### src/hdl/emb_pkg.sv
// Package with constants and types of the external memory bus port
package emb_pkg;
  localparam int unsigned ADDR_W       = 16;   // Address bus width
  localparam int unsigned DATA_W       = 16;   // Data bus width
  localparam int unsigned PORT_W       = 8;    // Width of one alternate port
  localparam int unsigned STROBE_CYC   = 2;    // Cycles a strobe stays low
  localparam logic [1:0]  STROBE_LAST  = 2'h1; // Last strobe count value
  localparam logic [7:0]  ALT_SEL_RST  = 8'h00; // Pins owned by address bus
  localparam logic [7:0]  ALT_DIR_RST  = 8'h00; // Alternate pins are inputs
  localparam logic [15:0] DATA_RST     = 16'h0000; // Data reset value
  localparam logic [15:0] ADDR_RST     = 16'h0000; // Address reset value

  // Bus cycle states
  typedef enum logic [1:0] {
    EMB_IDLE,
    EMB_READ,
    EMB_WRITE,
    EMB_DONE
  } emb_state_e;
endpackage : emb_pkg

### src/hdl/emb_pin_mux.sv
// Pin mux for one eight-bit group of shared address pins
`timescale 1ns/1ns
module emb_pin_mux #(
  parameter int unsigned WIDTH = 8              // Pins in the group
) (
  input  wire logic             mclk_i,         // Core clock
  input  wire logic             srst_i,         // Synchronous reset
  input  wire logic [WIDTH-1:0] addr_i,         // Address byte
  input  wire logic [WIDTH-1:0] alt_sel_i,      // 1 selects port use
  input  wire logic [WIDTH-1:0] alt_dir_i,      // 1 means output
  input  wire logic [WIDTH-1:0] alt_out_i,      // Port output values
  input  wire logic [WIDTH-1:0] pin_in_i,       // Pin levels
  output logic      [WIDTH-1:0] pin_o,          // Pin drive value
  output logic      [WIDTH-1:0] pin_oe_o,       // Pin drive enable
  output logic      [WIDTH-1:0] alt_in_o        // Synchronised pin levels
);
  import emb_pkg::*;

  logic [WIDTH-1:0] sync1_q;                    // First sync stage
  logic [WIDTH-1:0] sync2_q;                    // Second sync stage

  // Per pin: address or port function
  genvar g;
  generate
    for (g = 0; g < WIDTH; g++) begin : g_pin
      always_ff @(posedge mclk_i) begin
        if (srst_i) begin
          pin_o[g]    <= 1'b0;
          pin_oe_o[g] <= 1'b1;                  // Address use after reset
        end else if (!alt_sel_i[g]) begin
          pin_o[g]    <= addr_i[g];             // Address drive
          pin_oe_o[g] <= 1'b1;
        end else begin
          pin_o[g]    <= alt_out_i[g];          // Port use, own direction
          pin_oe_o[g] <= alt_dir_i[g];
        end
      end
    end
  endgenerate

  // Three-stage synchroniser of pin levels (sync1_q, sync2_q, then alt_in_o)
  always_ff @(posedge mclk_i) begin
    if (srst_i) begin
      sync1_q  <= '0;
      sync2_q  <= '0;
      alt_in_o <= '0;
    end else begin
      sync1_q  <= pin_in_i;
      sync2_q  <= sync1_q;
      alt_in_o <= sync2_q;
    end
  end
endmodule : emb_pin_mux

### src/hdl/emb_port.sv
// External memory bus port: address, data, selects, strobes
// Behaviour
// - Low address byte driven on accesses
// - High address byte driven on accesses
// - Address pins usable as two ports
// - Address function selected after reset
// - Data bus floats when bus idle
// - Program select low for program accesses
// - Data select low for data accesses
// - Read strobe low, data sampled one cycle before its rise
// - Write strobe low, data driven out
`timescale 1ns/1ns
module emb_port (
  input  wire logic                      mclk_i,       // 10 MHz core clock
  input  wire logic                      srst_i,       // Synchronous reset
  // Request side, from the core
  input  wire logic                      req_i,        // Access request pulse
  input  wire logic                      req_write_i,  // 1 write, 0 read
  input  wire logic                      req_prog_i,   // 1 program space
  input  wire logic [emb_pkg::ADDR_W-1:0] req_addr_i,  // Word address
  input  wire logic [emb_pkg::DATA_W-1:0] req_wdata_i, // Write data
  output logic                           busy_o,       // Access in progress
  output logic                           done_o,       // Access end pulse
  output logic      [emb_pkg::DATA_W-1:0] rdata_o,     // Read data
  // Alternate port control and port input levels
  input  wire logic [emb_pkg::ADDR_W-1:0] alt_sel_i,   // 1 = port use
  input  wire logic [emb_pkg::ADDR_W-1:0] alt_dir_i,   // 1 = output
  input  wire logic [emb_pkg::ADDR_W-1:0] alt_out_i,   // Port out values
  output logic      [emb_pkg::PORT_W-1:0] low_addr_alt_port_o,  // Port in
  output logic      [emb_pkg::PORT_W-1:0] high_addr_alt_port_o, // Port in
  // Shared address pins
  input  wire logic [emb_pkg::ADDR_W-1:0] ext_addr_bus_i,  // Pin levels
  output logic      [emb_pkg::ADDR_W-1:0] ext_addr_bus_o,  // Pin drive
  output logic      [emb_pkg::ADDR_W-1:0] ext_addr_bus_oe_o, // Enables
  // Data pins and bus control pins
  input  wire logic [emb_pkg::DATA_W-1:0] ext_data_bus_i,  // Data pins
  output logic      [emb_pkg::DATA_W-1:0] ext_data_bus_o,  // Data drive
  output logic                           ext_data_bus_oe_o, // Data enable
  output logic                           program_space_select_n_o, // Select
  output logic                           data_space_select_n_o,    // Select
  output logic                           read_strobe_n_o,  // Read strobe
  output logic                           write_strobe_n_o  // Write strobe
);
  import emb_pkg::*;

  // Bus cycle bookkeeping
  emb_state_e        state_q;            // Bus cycle state
  logic [1:0]        cnt_q;              // Strobe low counter
  logic              rd_was_q;           // Last access was a read
  // Address path
  logic [ADDR_W-1:0] addr_q;             // Address of current access
  logic [ADDR_W-1:0] addr_d;             // Address the pins take next
  // Data input path
  logic [DATA_W-1:0] dsync1_q;           // Data pin sync first stage
  logic [DATA_W-1:0] dsync2_q;           // Data pin sync second stage
  // Decoded events
  logic              take_w;             // Request accepted this cycle
  logic              strobe_end_w;       // Last cycle of strobe low

  // True while a strobe is low, in either direction. Shared by the
  // sequencer decode and the busy flag so both agree on the window.
  function automatic logic in_strobe(input emb_state_e st);
    return (st == EMB_READ) || (st == EMB_WRITE);
  endfunction

  // Request decode: only an idle port accepts a request; a request that
  // arrives mid-access is dropped without any indication, so the core
  // must wait for busy to fall before it asks again.
  always_comb begin
    take_w       = (state_q == EMB_IDLE) && req_i;
    strobe_end_w = in_strobe(state_q) && (cnt_q == STROBE_LAST);
  end

  // Next address for the pin groups. The pins load it on the same edge
  // that pulls the strobe low, so the address already stands when the
  // memory is first enabled and a stale address is never qualified.
  // Between accesses the pins keep the last address.
  always_comb begin
    addr_d = take_w ? req_addr_i : addr_q;
  end

  // Access sequencing: idle, strobe low for two cycles, one done cycle
  always_ff @(posedge mclk_i) begin
    if (srst_i) begin
      // Reset leaves the bus idle with the counter cleared
      state_q <= EMB_IDLE;
      cnt_q   <= 2'h0;
    end else begin
      case (state_q)
        EMB_IDLE: begin
          // Counter rests at zero so every access gets a full strobe
          cnt_q <= 2'h0;
          if (take_w) begin
            // Direction is fixed for the whole access here
            state_q <= req_write_i ? EMB_WRITE : EMB_READ;
          end
        end
        EMB_READ, EMB_WRITE: begin
          // Count strobe-low cycles; leave on the last one
          cnt_q <= cnt_q + 2'h1;
          if (strobe_end_w) begin
            state_q <= EMB_DONE;
          end
        end
        EMB_DONE: begin
          // Turnaround cycle: the done pulse goes out from here
          state_q <= EMB_IDLE;
        end
        default: begin
          // Unused encoding: recover to idle
          state_q <= EMB_IDLE;
        end
      endcase
    end
  end

  // Address, selects, strobes and write data. Selects and strobes change
  // together on one edge, so a select never stands without its strobe
  // and the memory sees one clean window per access.
  always_ff @(posedge mclk_i) begin
    if (srst_i) begin
      // Bus idle: selects and strobes high, data pins released
      addr_q                   <= ADDR_RST;
      program_space_select_n_o <= 1'b1;          // Idle high
      data_space_select_n_o    <= 1'b1;
      read_strobe_n_o          <= 1'b1;
      write_strobe_n_o         <= 1'b1;
      ext_data_bus_o           <= DATA_RST;
      ext_data_bus_oe_o        <= 1'b0;          // Float after reset
    end else if (take_w) begin
      // Start of access: one select, one strobe, write data if any.
      // Write data is launched with the strobe and held to its rise.
      addr_q                   <= req_addr_i;
      program_space_select_n_o <= !req_prog_i;   // Program access
      data_space_select_n_o    <= req_prog_i;    // Data access
      read_strobe_n_o          <= req_write_i;   // Read strobe
      write_strobe_n_o         <= !req_write_i;  // Write strobe
      ext_data_bus_o           <= req_wdata_i;
      ext_data_bus_oe_o        <= req_write_i;   // Drive on write
    end else if (strobe_end_w) begin
      // End of access: strobe rise is the memory's latch point for writes
      program_space_select_n_o <= 1'b1;          // Back to idle
      data_space_select_n_o    <= 1'b1;
      read_strobe_n_o          <= 1'b1;          // Rising edge ends read
      write_strobe_n_o         <= 1'b1;          // Memory latches here
      ext_data_bus_oe_o        <= 1'b0;          // Release data bus
    end
  end

  // Data pin synchroniser. The memory answers asynchronously, so its
  // word passes two flops before any logic looks at it; only the
  // second stage is read.
  always_ff @(posedge mclk_i) begin
    if (srst_i) begin
      // Both stages start cleared
      dsync1_q <= DATA_RST;
      dsync2_q <= DATA_RST;
    end else begin
      // Sample the pins every cycle, driven or not
      dsync1_q <= ext_data_bus_i;
      dsync2_q <= dsync1_q;
    end
  end

  // Read capture and status outputs. The word is taken from the
  // synchroniser output in the done cycle; it was sampled from the pins
  // while the read strobe was still low, so the memory must keep it
  // valid for the whole strobe window.
  always_ff @(posedge mclk_i) begin
    if (srst_i) begin
      // Nothing in flight, no stale data
      rdata_o <= DATA_RST;
      done_o  <= 1'b0;
      busy_o  <= 1'b0;
    end else begin
      busy_o <= take_w || in_strobe(state_q);    // Access in progress
      done_o <= (state_q == EMB_DONE);           // One-cycle end pulse
      if (state_q == EMB_DONE && rd_was_q) begin
        rdata_o <= dsync2_q;                     // Captured data
      end
    end
  end

  // Direction of the access in flight; writes leave read data alone
  always_ff @(posedge mclk_i) begin
    if (srst_i) begin
      rd_was_q <= 1'b0;
    end else if (take_w) begin
      rd_was_q <= !req_write_i;
    end
  end

  // Low address byte group. Each pin is either an address line or a
  // port line of its own direction; the group registers its drive, so
  // it is fed the next address to line up with the strobe edge.
  emb_pin_mux #(.WIDTH(PORT_W)) u_low (
    .mclk_i    (mclk_i),
    .srst_i    (srst_i),
    .addr_i    (addr_d[PORT_W-1:0]),
    .alt_sel_i (alt_sel_i[PORT_W-1:0]),
    .alt_dir_i (alt_dir_i[PORT_W-1:0]),
    .alt_out_i (alt_out_i[PORT_W-1:0]),
    .pin_in_i  (ext_addr_bus_i[PORT_W-1:0]),
    .pin_o     (ext_addr_bus_o[PORT_W-1:0]),
    .pin_oe_o  (ext_addr_bus_oe_o[PORT_W-1:0]),
    .alt_in_o  (low_addr_alt_port_o)
  );

  // High address byte group, same structure as the low group; port
  // input levels come back through its own synchroniser.
  emb_pin_mux #(.WIDTH(PORT_W)) u_high (
    .mclk_i    (mclk_i),
    .srst_i    (srst_i),
    .addr_i    (addr_d[ADDR_W-1:PORT_W]),
    .alt_sel_i (alt_sel_i[ADDR_W-1:PORT_W]),
    .alt_dir_i (alt_dir_i[ADDR_W-1:PORT_W]),
    .alt_out_i (alt_out_i[ADDR_W-1:PORT_W]),
    .pin_in_i  (ext_addr_bus_i[ADDR_W-1:PORT_W]),
    .pin_o     (ext_addr_bus_o[ADDR_W-1:PORT_W]),
    .pin_oe_o  (ext_addr_bus_oe_o[ADDR_W-1:PORT_W]),
    .alt_in_o  (high_addr_alt_port_o)
  );
endmodule : emb_port

### config.mk
export PLATFORM = sky130hd
export DESIGN_NAME = emb_port
export DESIGN_NICKNAME = d
export VERILOG_FILES = /design/src/hdl/emb_pkg.sv /design/src/hdl/emb_pin_mux.sv /design/src/hdl/emb_port.sv
export SDC_FILE = /design/constraint.sdc
export NUM_CORES = 1
export LEC_CHECK = 0
export BUFFER_PORTS_ARGS = -buffer_cell sky130_fd_sc_hd__buf_4
export CAP_MARGIN = 0
export CORE_MARGIN = 1
export CORE_UTILIZATION = 30
export CTS_CLUSTER_DIAMETER = 100
export DETAILED_ROUTE_END_ITERATION = 16
export SLEW_MARGIN = 10
export SYNTH_ARGS = -nofsm -noshare
export SYNTH_HDL_FRONTEND = slang
export SYNTH_SLANG_ARGS = --single-unit
### constraint.sdc
create_clock -name mclk_i -period 1.43 [get_ports mclk_i]
set_clock_uncertainty 0.05 [all_clocks]
set_input_delay 0.143 -clock mclk_i [delete_from_list [all_inputs] [get_ports mclk_i]]
set_output_delay 0.143 -clock mclk_i [all_outputs]
set_load 0.01 [all_outputs]
==> flow_metrics.env, run 1 <==
export IMPL_relSlewSlack_pct=75.4
export IMPL_busiest_layer="met2"
export IMPL_cts_made_buffers=17
export IMPL_p_leak_nw=4.03
export IMPL_grt_pass1_wl_microns=22300
export IMPL_maxCapViolations=0
export IMPL_drc=0
export IMPL_finish_utilization_pct=53.1
export IMPL_die_w_microns=137
export IMPL_ys_types=28
export IMPL_min_period_ps=1430
export IMPL_fin_ws_ps=-3.44
export IMPL_clockPowerShare_pct=36.0
export IMPL_overflow=0
export IMPL_p_int_mw=9.29
export IMPL_post_drt_via_cell_ratio=4.22
export IMPL_clkLatencyLatePin_ps=420
export IMPL_syn_nets=660
export IMPL_grt_max_degree=85
export IMPL_holdPathEnd="u_low.pin_oe_o[4]"
export IMPL_p_per_area_nw_per_um2=1380
export IMPL_crit_top_cell="dlygate4sd3_1"
export IMPL_n_antenna_cell=0
export IMPL_grt_setup_unrepaired="true"
export IMPL_grtUsageMet3_pct=4.93
export IMPL_syn_area_per_cell_sq_um=10.1
export IMPL_hold_class="input pin to flip-flop"
export IMPL_max_freq_ghz=0.698
export IMPL_use_met2_pct=27.4
export IMPL_r2r_cells=6
export IMPL_p_comb_share_pct=22.1
export IMPL_cts_sinks=172
export IMPL_netlist_area_sq_um=5450
export IMPL_cts_htree_levels=4
export IMPL_cts_root_buffer="clkbuf_16"
export IMPL_hold_depth=3
export IMPL_hold_viol_final=0
export IMPL_antenna_found_initial=0
export IMPL_core_region_area_sq_um=17500
export IMPL_met1_usage_pct=18.1
export IMPL_grt_pass1_vias=4560
export IMPL_hpwl_microns=8480
export IMPL_crit_family="buffers and inverters"
export IMPL_p_sw_mw=3.55
export IMPL_cp_buffers_inverters=3
export IMPL_clk_path_buf_depth=2
export IMPL_stdcell_count=1113
export IMPL_synth_edff_count=0
export IMPL_portBuffers=203
export IMPL_pin_count=204
export IMPL_worstPathArrival_ps=1680
export IMPL_synthCells=538
export IMPL_tns_ps=-3.44
export IMPL_fin_crit_sh_pct=100
export IMPL_tightest_slew_ps=369
export IMPL_path_clk_slew_ps=70
export IMPL_yosys_warnings=0
export IMPL_reg2reg_from="state_q[1]"
export IMPL_initial_utilization_pct=31.1
export IMPL_wl_per_cell_microns=13.4
export IMPL_worst_setup_path_type="input pin to flip-flop"
export IMPL_dp_cells=953
export IMPL_num_rows=48
export IMPL_die_area_sq_um=18700
export IMPL_yosysSeqAreaShare_pct=63.2
export IMPL_ys_seq_elements=172
export IMPL_ir_worst_vdd_mv=0.940
export IMPL_fillers=1541
export IMPL_crit_slowest_cell="dlygate4sd3_1"
export IMPL_gp_congestion=0.736
export IMPL_worst_setup_path_start_kind="input pin"
export IMPL_crit_fanout=1
export IMPL_die_height_microns=137
export IMPL_track_usage_pct=15.7
export IMPL_swShare_pct=27.7
export IMPL_ant_nets=0
export IMPL_power_frac_seq_pct=41.9
export IMPL_hp_start="alt_sel_i[4]"
export IMPL_finalSetupViolations=1
export IMPL_crit_required_ps=1680
export IMPL_pre_cts_ws_ps=-60.8
export IMPL_fin_nets=997
export IMPL_regToRegEndpoint="u_low.pin_o[6]"
export IMPL_slew_violations=0
export IMPL_crit_chain="dlygate4sd3_1, buf_4, or3_1, dlygate4sd3_1"
export IMPL_drt_iter0_drc=135
export IMPL_drive_above_1_share_pct=34.2
export IMPL_synthArstFlopShare_pct=0
export IMPL_area_growth_pct=70.9
export IMPL_dr_total_vias=4698
export IMPL_drt_first_pass_iters=4
export IMPL_synth_ff_type="dfxtp_1"
export IMPL_wirelength_microns=14900
export IMPL_status="complete, but fails checks"
export IMPL_end_kind="flip-flop"
export IMPL_r2r_setup_slack_ps=40
export IMPL_violations="setup timing"
export IMPL_cts_tree="built"
export IMPL_max_stage_delay_ps=570
## power groups by stage
stage	Sequential [mW]	Clock [mW]	Combinational [mW]
after global routing	5.43	4.99	3.10
after detailed placement	5.49	0	2.12
after CTS	5.39	4.77	2.49
after global placement	5.47	0	2.09
final	5.38	4.62	2.84
after floorplan	5.57	0	1.09
## sequential cells by signal, indices dropped and copies added (netlist names), 2 cells and up
name and cells:
u_high.sync1_q 8, cnt_q 2, u_low.pin_o 8, addr_q 16
u_high.sync2_q 8, u_low.sync2_q 8, u_high.pin_oe_o 8, dsync1_q 16
u_low.pin_oe_o 8, dsync2_q 16, u_low.alt_in_o 8, ext_data_bus_o 16
state_q 2, u_low.sync1_q 8, u_high.pin_o 8, u_high.alt_in_o 8
rdata_o 16
## routing by layer
metal / up-vias / share of wire (%)
li1: 2408 / -
met1: 2108 / 44
met2: 171 / 48
met3: 11 / 7.0
met4: 0 / 1.2
met5: - / 0
## cell type report
type	count	area [sq um]	area share [%]
timing repair buffer	347	3050	32.7
sequential	172	3450	37.0
clock buffer	18	429	4.61
tap	225	282	3.02
inverter	20	75.1	0.806
multi-input combinational	317	1860	20.0
clock inverter	14	171	1.84
## cells in the mapped netlist (all sizes together), types with 3 or more instances
| library cell | instances | share of area (%) |
|---|---|---|
| a311oi | 16 | 3.9 |
| nor2b | 84 | 9.6 |
| buf | 15 | 1.7 |
| nand2 | 101 | 7.4 |
| dfxtp | 172 | 63 |
| clkbuf | 14 | 0.96 |
| inv | 20 | 1.4 |
| nor3 | 3 | 0.28 |
| a21oi | 51 | 4.7 |
| or3 | 16 | 1.8 |
| nand2b | 5 | 0.57 |
| ha | 5 | 1.1 |
| nor2 | 24 | 1.7 |
## cell families (layout without fill, tap and decap cells)
family                   count (synthesis)  in the layout  share of synthesized area, %
AO/OA/AOI/OAI                           76             76                          9.89
adder cells (fa/ha/maj)                  5              5                          1.15
buffers and inverters                   49            399                          4.06
flip-flops                             172            172                          63.2
AND/OR/NAND/NOR                        236            236                          21.7
## worst min-delay path: stages
cell and delay, ps:
buf_4 110, inv_1 80, or3_1 120
## metrics by stage
step | power, mW | cell area, sq um | hold slack, ps
finish | 12.8 | 9320 | 10.7
floorplan | 6.66 | 5470 | 192
CTS | 12.6 | 9170 | 1.08
detailed placement | 7.61 | 7310 | 276
global placement | 7.57 | 7310 | 274
global route | 13.5 | 9320 | 5.98
## placed cells by master, fill, tap and decap left out, drive strengths merged, types with 21 or more instances in the layout
master	instances
buf	225
dfxtp	172
dlygate4sd3	119
nand2	101
nor2b	84
a21oi	51
inv	27
nor2	24
clkbuf	21
## worst max path at each step
stage / from / to / cells after the start
floorplan: state_q[0] / u_high.pin_o[4] / 6
global placement: state_q[0] / u_low.pin_o[5] / 6
detailed placement: state_q[0] / state_q[0] / 5
CTS: state_q[0] / u_low.pin_o[5] / 6
global route: state_q[1] / u_low.pin_o[6] / 6
finish: alt_dir_i[9] / u_high.pin_oe_o[1] / 4
## repair_timing
item,in CTS,in global routing
gates resized for setup,9,21
pin swaps,1,18
hold buffers,123,2
endpoints found under the setup margin,29,34
buffers inserted,0,5
endpoints found under the hold margin,100,2
cloned,1,3
Note: power is estimated with default switching activity, not from simulation.
==> run 2, diff against run 1 <==
--- a/config.mk
+++ b/config.mk
@@ -5,10 +5,11 @@
 export SDC_FILE = /design/constraint.sdc
 export NUM_CORES = 1
 export LEC_CHECK = 0
+export ABC_AREA = 1
 export BUFFER_PORTS_ARGS = -buffer_cell sky130_fd_sc_hd__buf_4
 export CAP_MARGIN = 0
 export CORE_MARGIN = 1
-export CORE_UTILIZATION = 30
+export CORE_UTILIZATION = 35
 export CTS_CLUSTER_DIAMETER = 100
 export DETAILED_ROUTE_END_ITERATION = 16
 export SLEW_MARGIN = 10
==> flow_metrics.env, run 2 <==
export IMPL_maxCapViolations=0
export IMPL_synth_simple_area_share_pct=20.3
export IMPL_die_w_microns=129
export IMPL_netlist_area_sq_um=5630
export IMPL_min_period_ps=1370
export IMPL_drt_iter0_drc=198
export IMPL_drt_first_pass_iters=4
export IMPL_fillers=1338
export IMPL_grt_pass1_wl_microns=22900
export IMPL_dp_cells=1104
export IMPL_p_per_area_nw_per_um2=1440
export IMPL_yosysSeqAreaShare_pct=61.2
export IMPL_track_usage_pct=18.0
export IMPL_cts_sinks=172
export IMPL_gp_congestion=0.705
export IMPL_synth_top_area_share_pct=61.2
export IMPL_clk_path_buf_depth=2
export IMPL_hold_viol_final=0
export IMPL_synth_most_common_cell="nor2_1"
export IMPL_power_frac_seq_pct=40.7
export IMPL_tightest_slew_ps=506
export IMPL_hpwl_microns=8450
export IMPL_p_comb_share_pct=25.0
export IMPL_status="finished clean"
export IMPL_yosys_warnings=0
export IMPL_core_region_area_sq_um=15400
export IMPL_cts_htree_levels=4
export IMPL_worst_setup_path_start_kind="flip-flop"
export IMPL_synth_mux_area_share_pct=0
export IMPL_stdcell_count=1271
export IMPL_yosys_area_top_type="dfxtp_1"
export IMPL_dr_total_vias=5153
export IMPL_crit_required_ps=1680
export IMPL_p_total_mw=13.6
export IMPL_antenna_found_initial=0
export IMPL_synthArstFlopShare_pct=0
export IMPL_finish_utilization_pct=61.4
export IMPL_worst_setup_path_type="flip-flop to flip-flop"
export IMPL_cts_root_buffer="clkbuf_16"
export IMPL_p_sw_mw=3.89
export IMPL_ys_top_cells_by_count="nor2_1, dfxtp_1, inv_1, nand2_1, o21ai_0"
export IMPL_cts_made_buffers=17
export IMPL_overflow=0
export IMPL_finalSetupViolations=0
export IMPL_swShare_pct=28.6
export IMPL_ir_worst_vdd_mv=0.740
export IMPL_drive_above_1_share_pct=25.9
export IMPL_ys_top_cells_by_area="dfxtp_1, nor2_1, inv_1, nand2_1, o21ai_0"
export IMPL_regArea_sq_um=3440
export IMPL_portBuffers=203
export IMPL_initial_utilization_pct=36.5
export IMPL_synthCells=706
export IMPL_ant_nets=0
export IMPL_wirelength_microns=14900
export IMPL_p_int_mw=9.71
export IMPL_syn_area_per_cell_sq_um=7.97
export IMPL_num_rows=45
export IMPL_drc=0
export IMPL_clockPowerShare_pct=34.4
export IMPL_syn_nets=828
export IMPL_clkLatencyLatePin_ps=410
export IMPL_synth_compound_area_share_pct=5.34
export IMPL_hold_class="input pin to flip-flop"
export IMPL_pin_count=204
export IMPL_layout_common_cells="buf_4, nor2_1, dfxtp_1"
export IMPL_grt_pass1_vias=4980
export IMPL_p_leak_nw=4.70
export IMPL_die_height_microns=129
export IMPL_post_drt_via_cell_ratio=4.05
export IMPL_grt_setup_unrepaired="true"
export IMPL_ys_seq_elements=172
export IMPL_synth_ff_type="dfxtp_1"
export IMPL_synthXorXnorAreaFrac_pct=0
export IMPL_max_freq_ghz=0.728
export IMPL_fin_nets=1169
export IMPL_cts_tree="built"
export IMPL_slew_violations=0
export IMPL_synthAdderAreaFrac_pct=1.11
export IMPL_crit_fanout=20
export IMPL_mostFrequentLayoutCell="buf_4"
export IMPL_path_clk_slew_ps=70
export IMPL_wl_per_cell_microns=11.7
export IMPL_fin_crit_sh_pct=96.1
export IMPL_grt_max_degree=110
export IMPL_multi_input_area_sq_um=1590
export IMPL_synth_edff_count=0
export IMPL_relSlewSlack_pct=66.3
export IMPL_worstPathArrival_ps=1630
export IMPL_end_kind="flip-flop"
export IMPL_n_antenna_cell=0
export IMPL_synth_top_family_by_area="simple AND/OR/NAND/NOR gates"
export IMPL_die_area_sq_um=16600
export IMPL_area_growth_pct=68.4
export IMPL_ys_types=19
## run 2: power groups by stage
| stage | clock [mW] | sequential, mW | combinational [mW] |
|---|---|---|---|
| after floorplan | 0 | 5.74 | 1.48 |
| after global placement | 0 | 5.62 | 2.60 |
| after detailed placement | 0 | 5.63 | 2.64 |
| after CTS | 4.82 | 5.53 | 3.26 |
| after global routing | 5.00 | 5.59 | 3.81 |
| final | 4.68 | 5.53 | 3.40 |
## run 2: cell type report
cell class | count | area share, %
flip-flops and latches | 172 | 36.3
repair buffers | 349 | 31.9
multi-input cells | 363 | 16.8
inverters | 144 | 5.75
clock buffers | 19 | 4.78
well taps | 211 | 2.79
clock inverters | 13 | 1.64
## run 2: stage by stage
| stage | TNS (ps) | instance area, sq um | hold slack [ps] | worst slack, ps |
|---|---|---|---|---|
| floorplan | 0 | 5630 | 183 | 39.0 |
| global placement | 0 | 7390 | 271 | 58.0 |
| detailed placement | -0.152 | 7390 | 274 | -0.152 |
| CTS | 0 | 9420 | 21.9 | 9.94 |
| global route | -56.7 | 9470 | 35.5 | -33.7 |
| finish | 0 | 9470 | 39.6 | 55.5 |
## run 2: logic make-up (layout without fill, tap and decap cells)
kind of cell,count (synthesis),count (layout)
adder cells (fa/ha/maj),5,5
buffers and inverters,171,525
AND/OR/NAND/NOR,299,299
flip-flops,172,172
AO/OA/AOI/OAI,59,59
## run 2: metal layers
layer  part of all wire (%)  routed length [microns]  vias to the layer above  track usage [%]
li1                       -                        -                     2719                -
met1                     42                     6250                     2252             19.3
met2                     50                     7490                      150             32.4
met3                    5.1                      766                       32             4.99
met4                    2.7                      398                        0             9.20
met5                      0                        0                        -                0
## run 2: critical path, stage by stage (launching register included)
cell and delay [ps]:
dfxtp_1 320, inv_2 100, ha_4 180, nand2_8 90
inv_2 290, nand2_2 100, o21ai_1 90, nand2_1 50
## run 2: path summary, 6_finish.rpt
| check | end | cells after the start | startpoint | slack, ps |
|---|---|---|---|---|
| worst min register to register | dsync2_q[4] | 2 | dsync1_q[4] | 350 |
| worst min-delay path | write_strobe_n_o | 3 | srst_i | 40 |
| worst max register to register | write_strobe_n_o | 7 | state_q[0] | 60 |
| worst max-delay path | write_strobe_n_o | 7 | state_q[0] | 60 |
## run 2: repair_timing
action,in CTS,in global routing
hold endpoints to repair,102,0
gates resized for setup,24,7
setup endpoints to repair,13,34
hold buffers,133,0
cloned,1,1
setup buffers,0,2
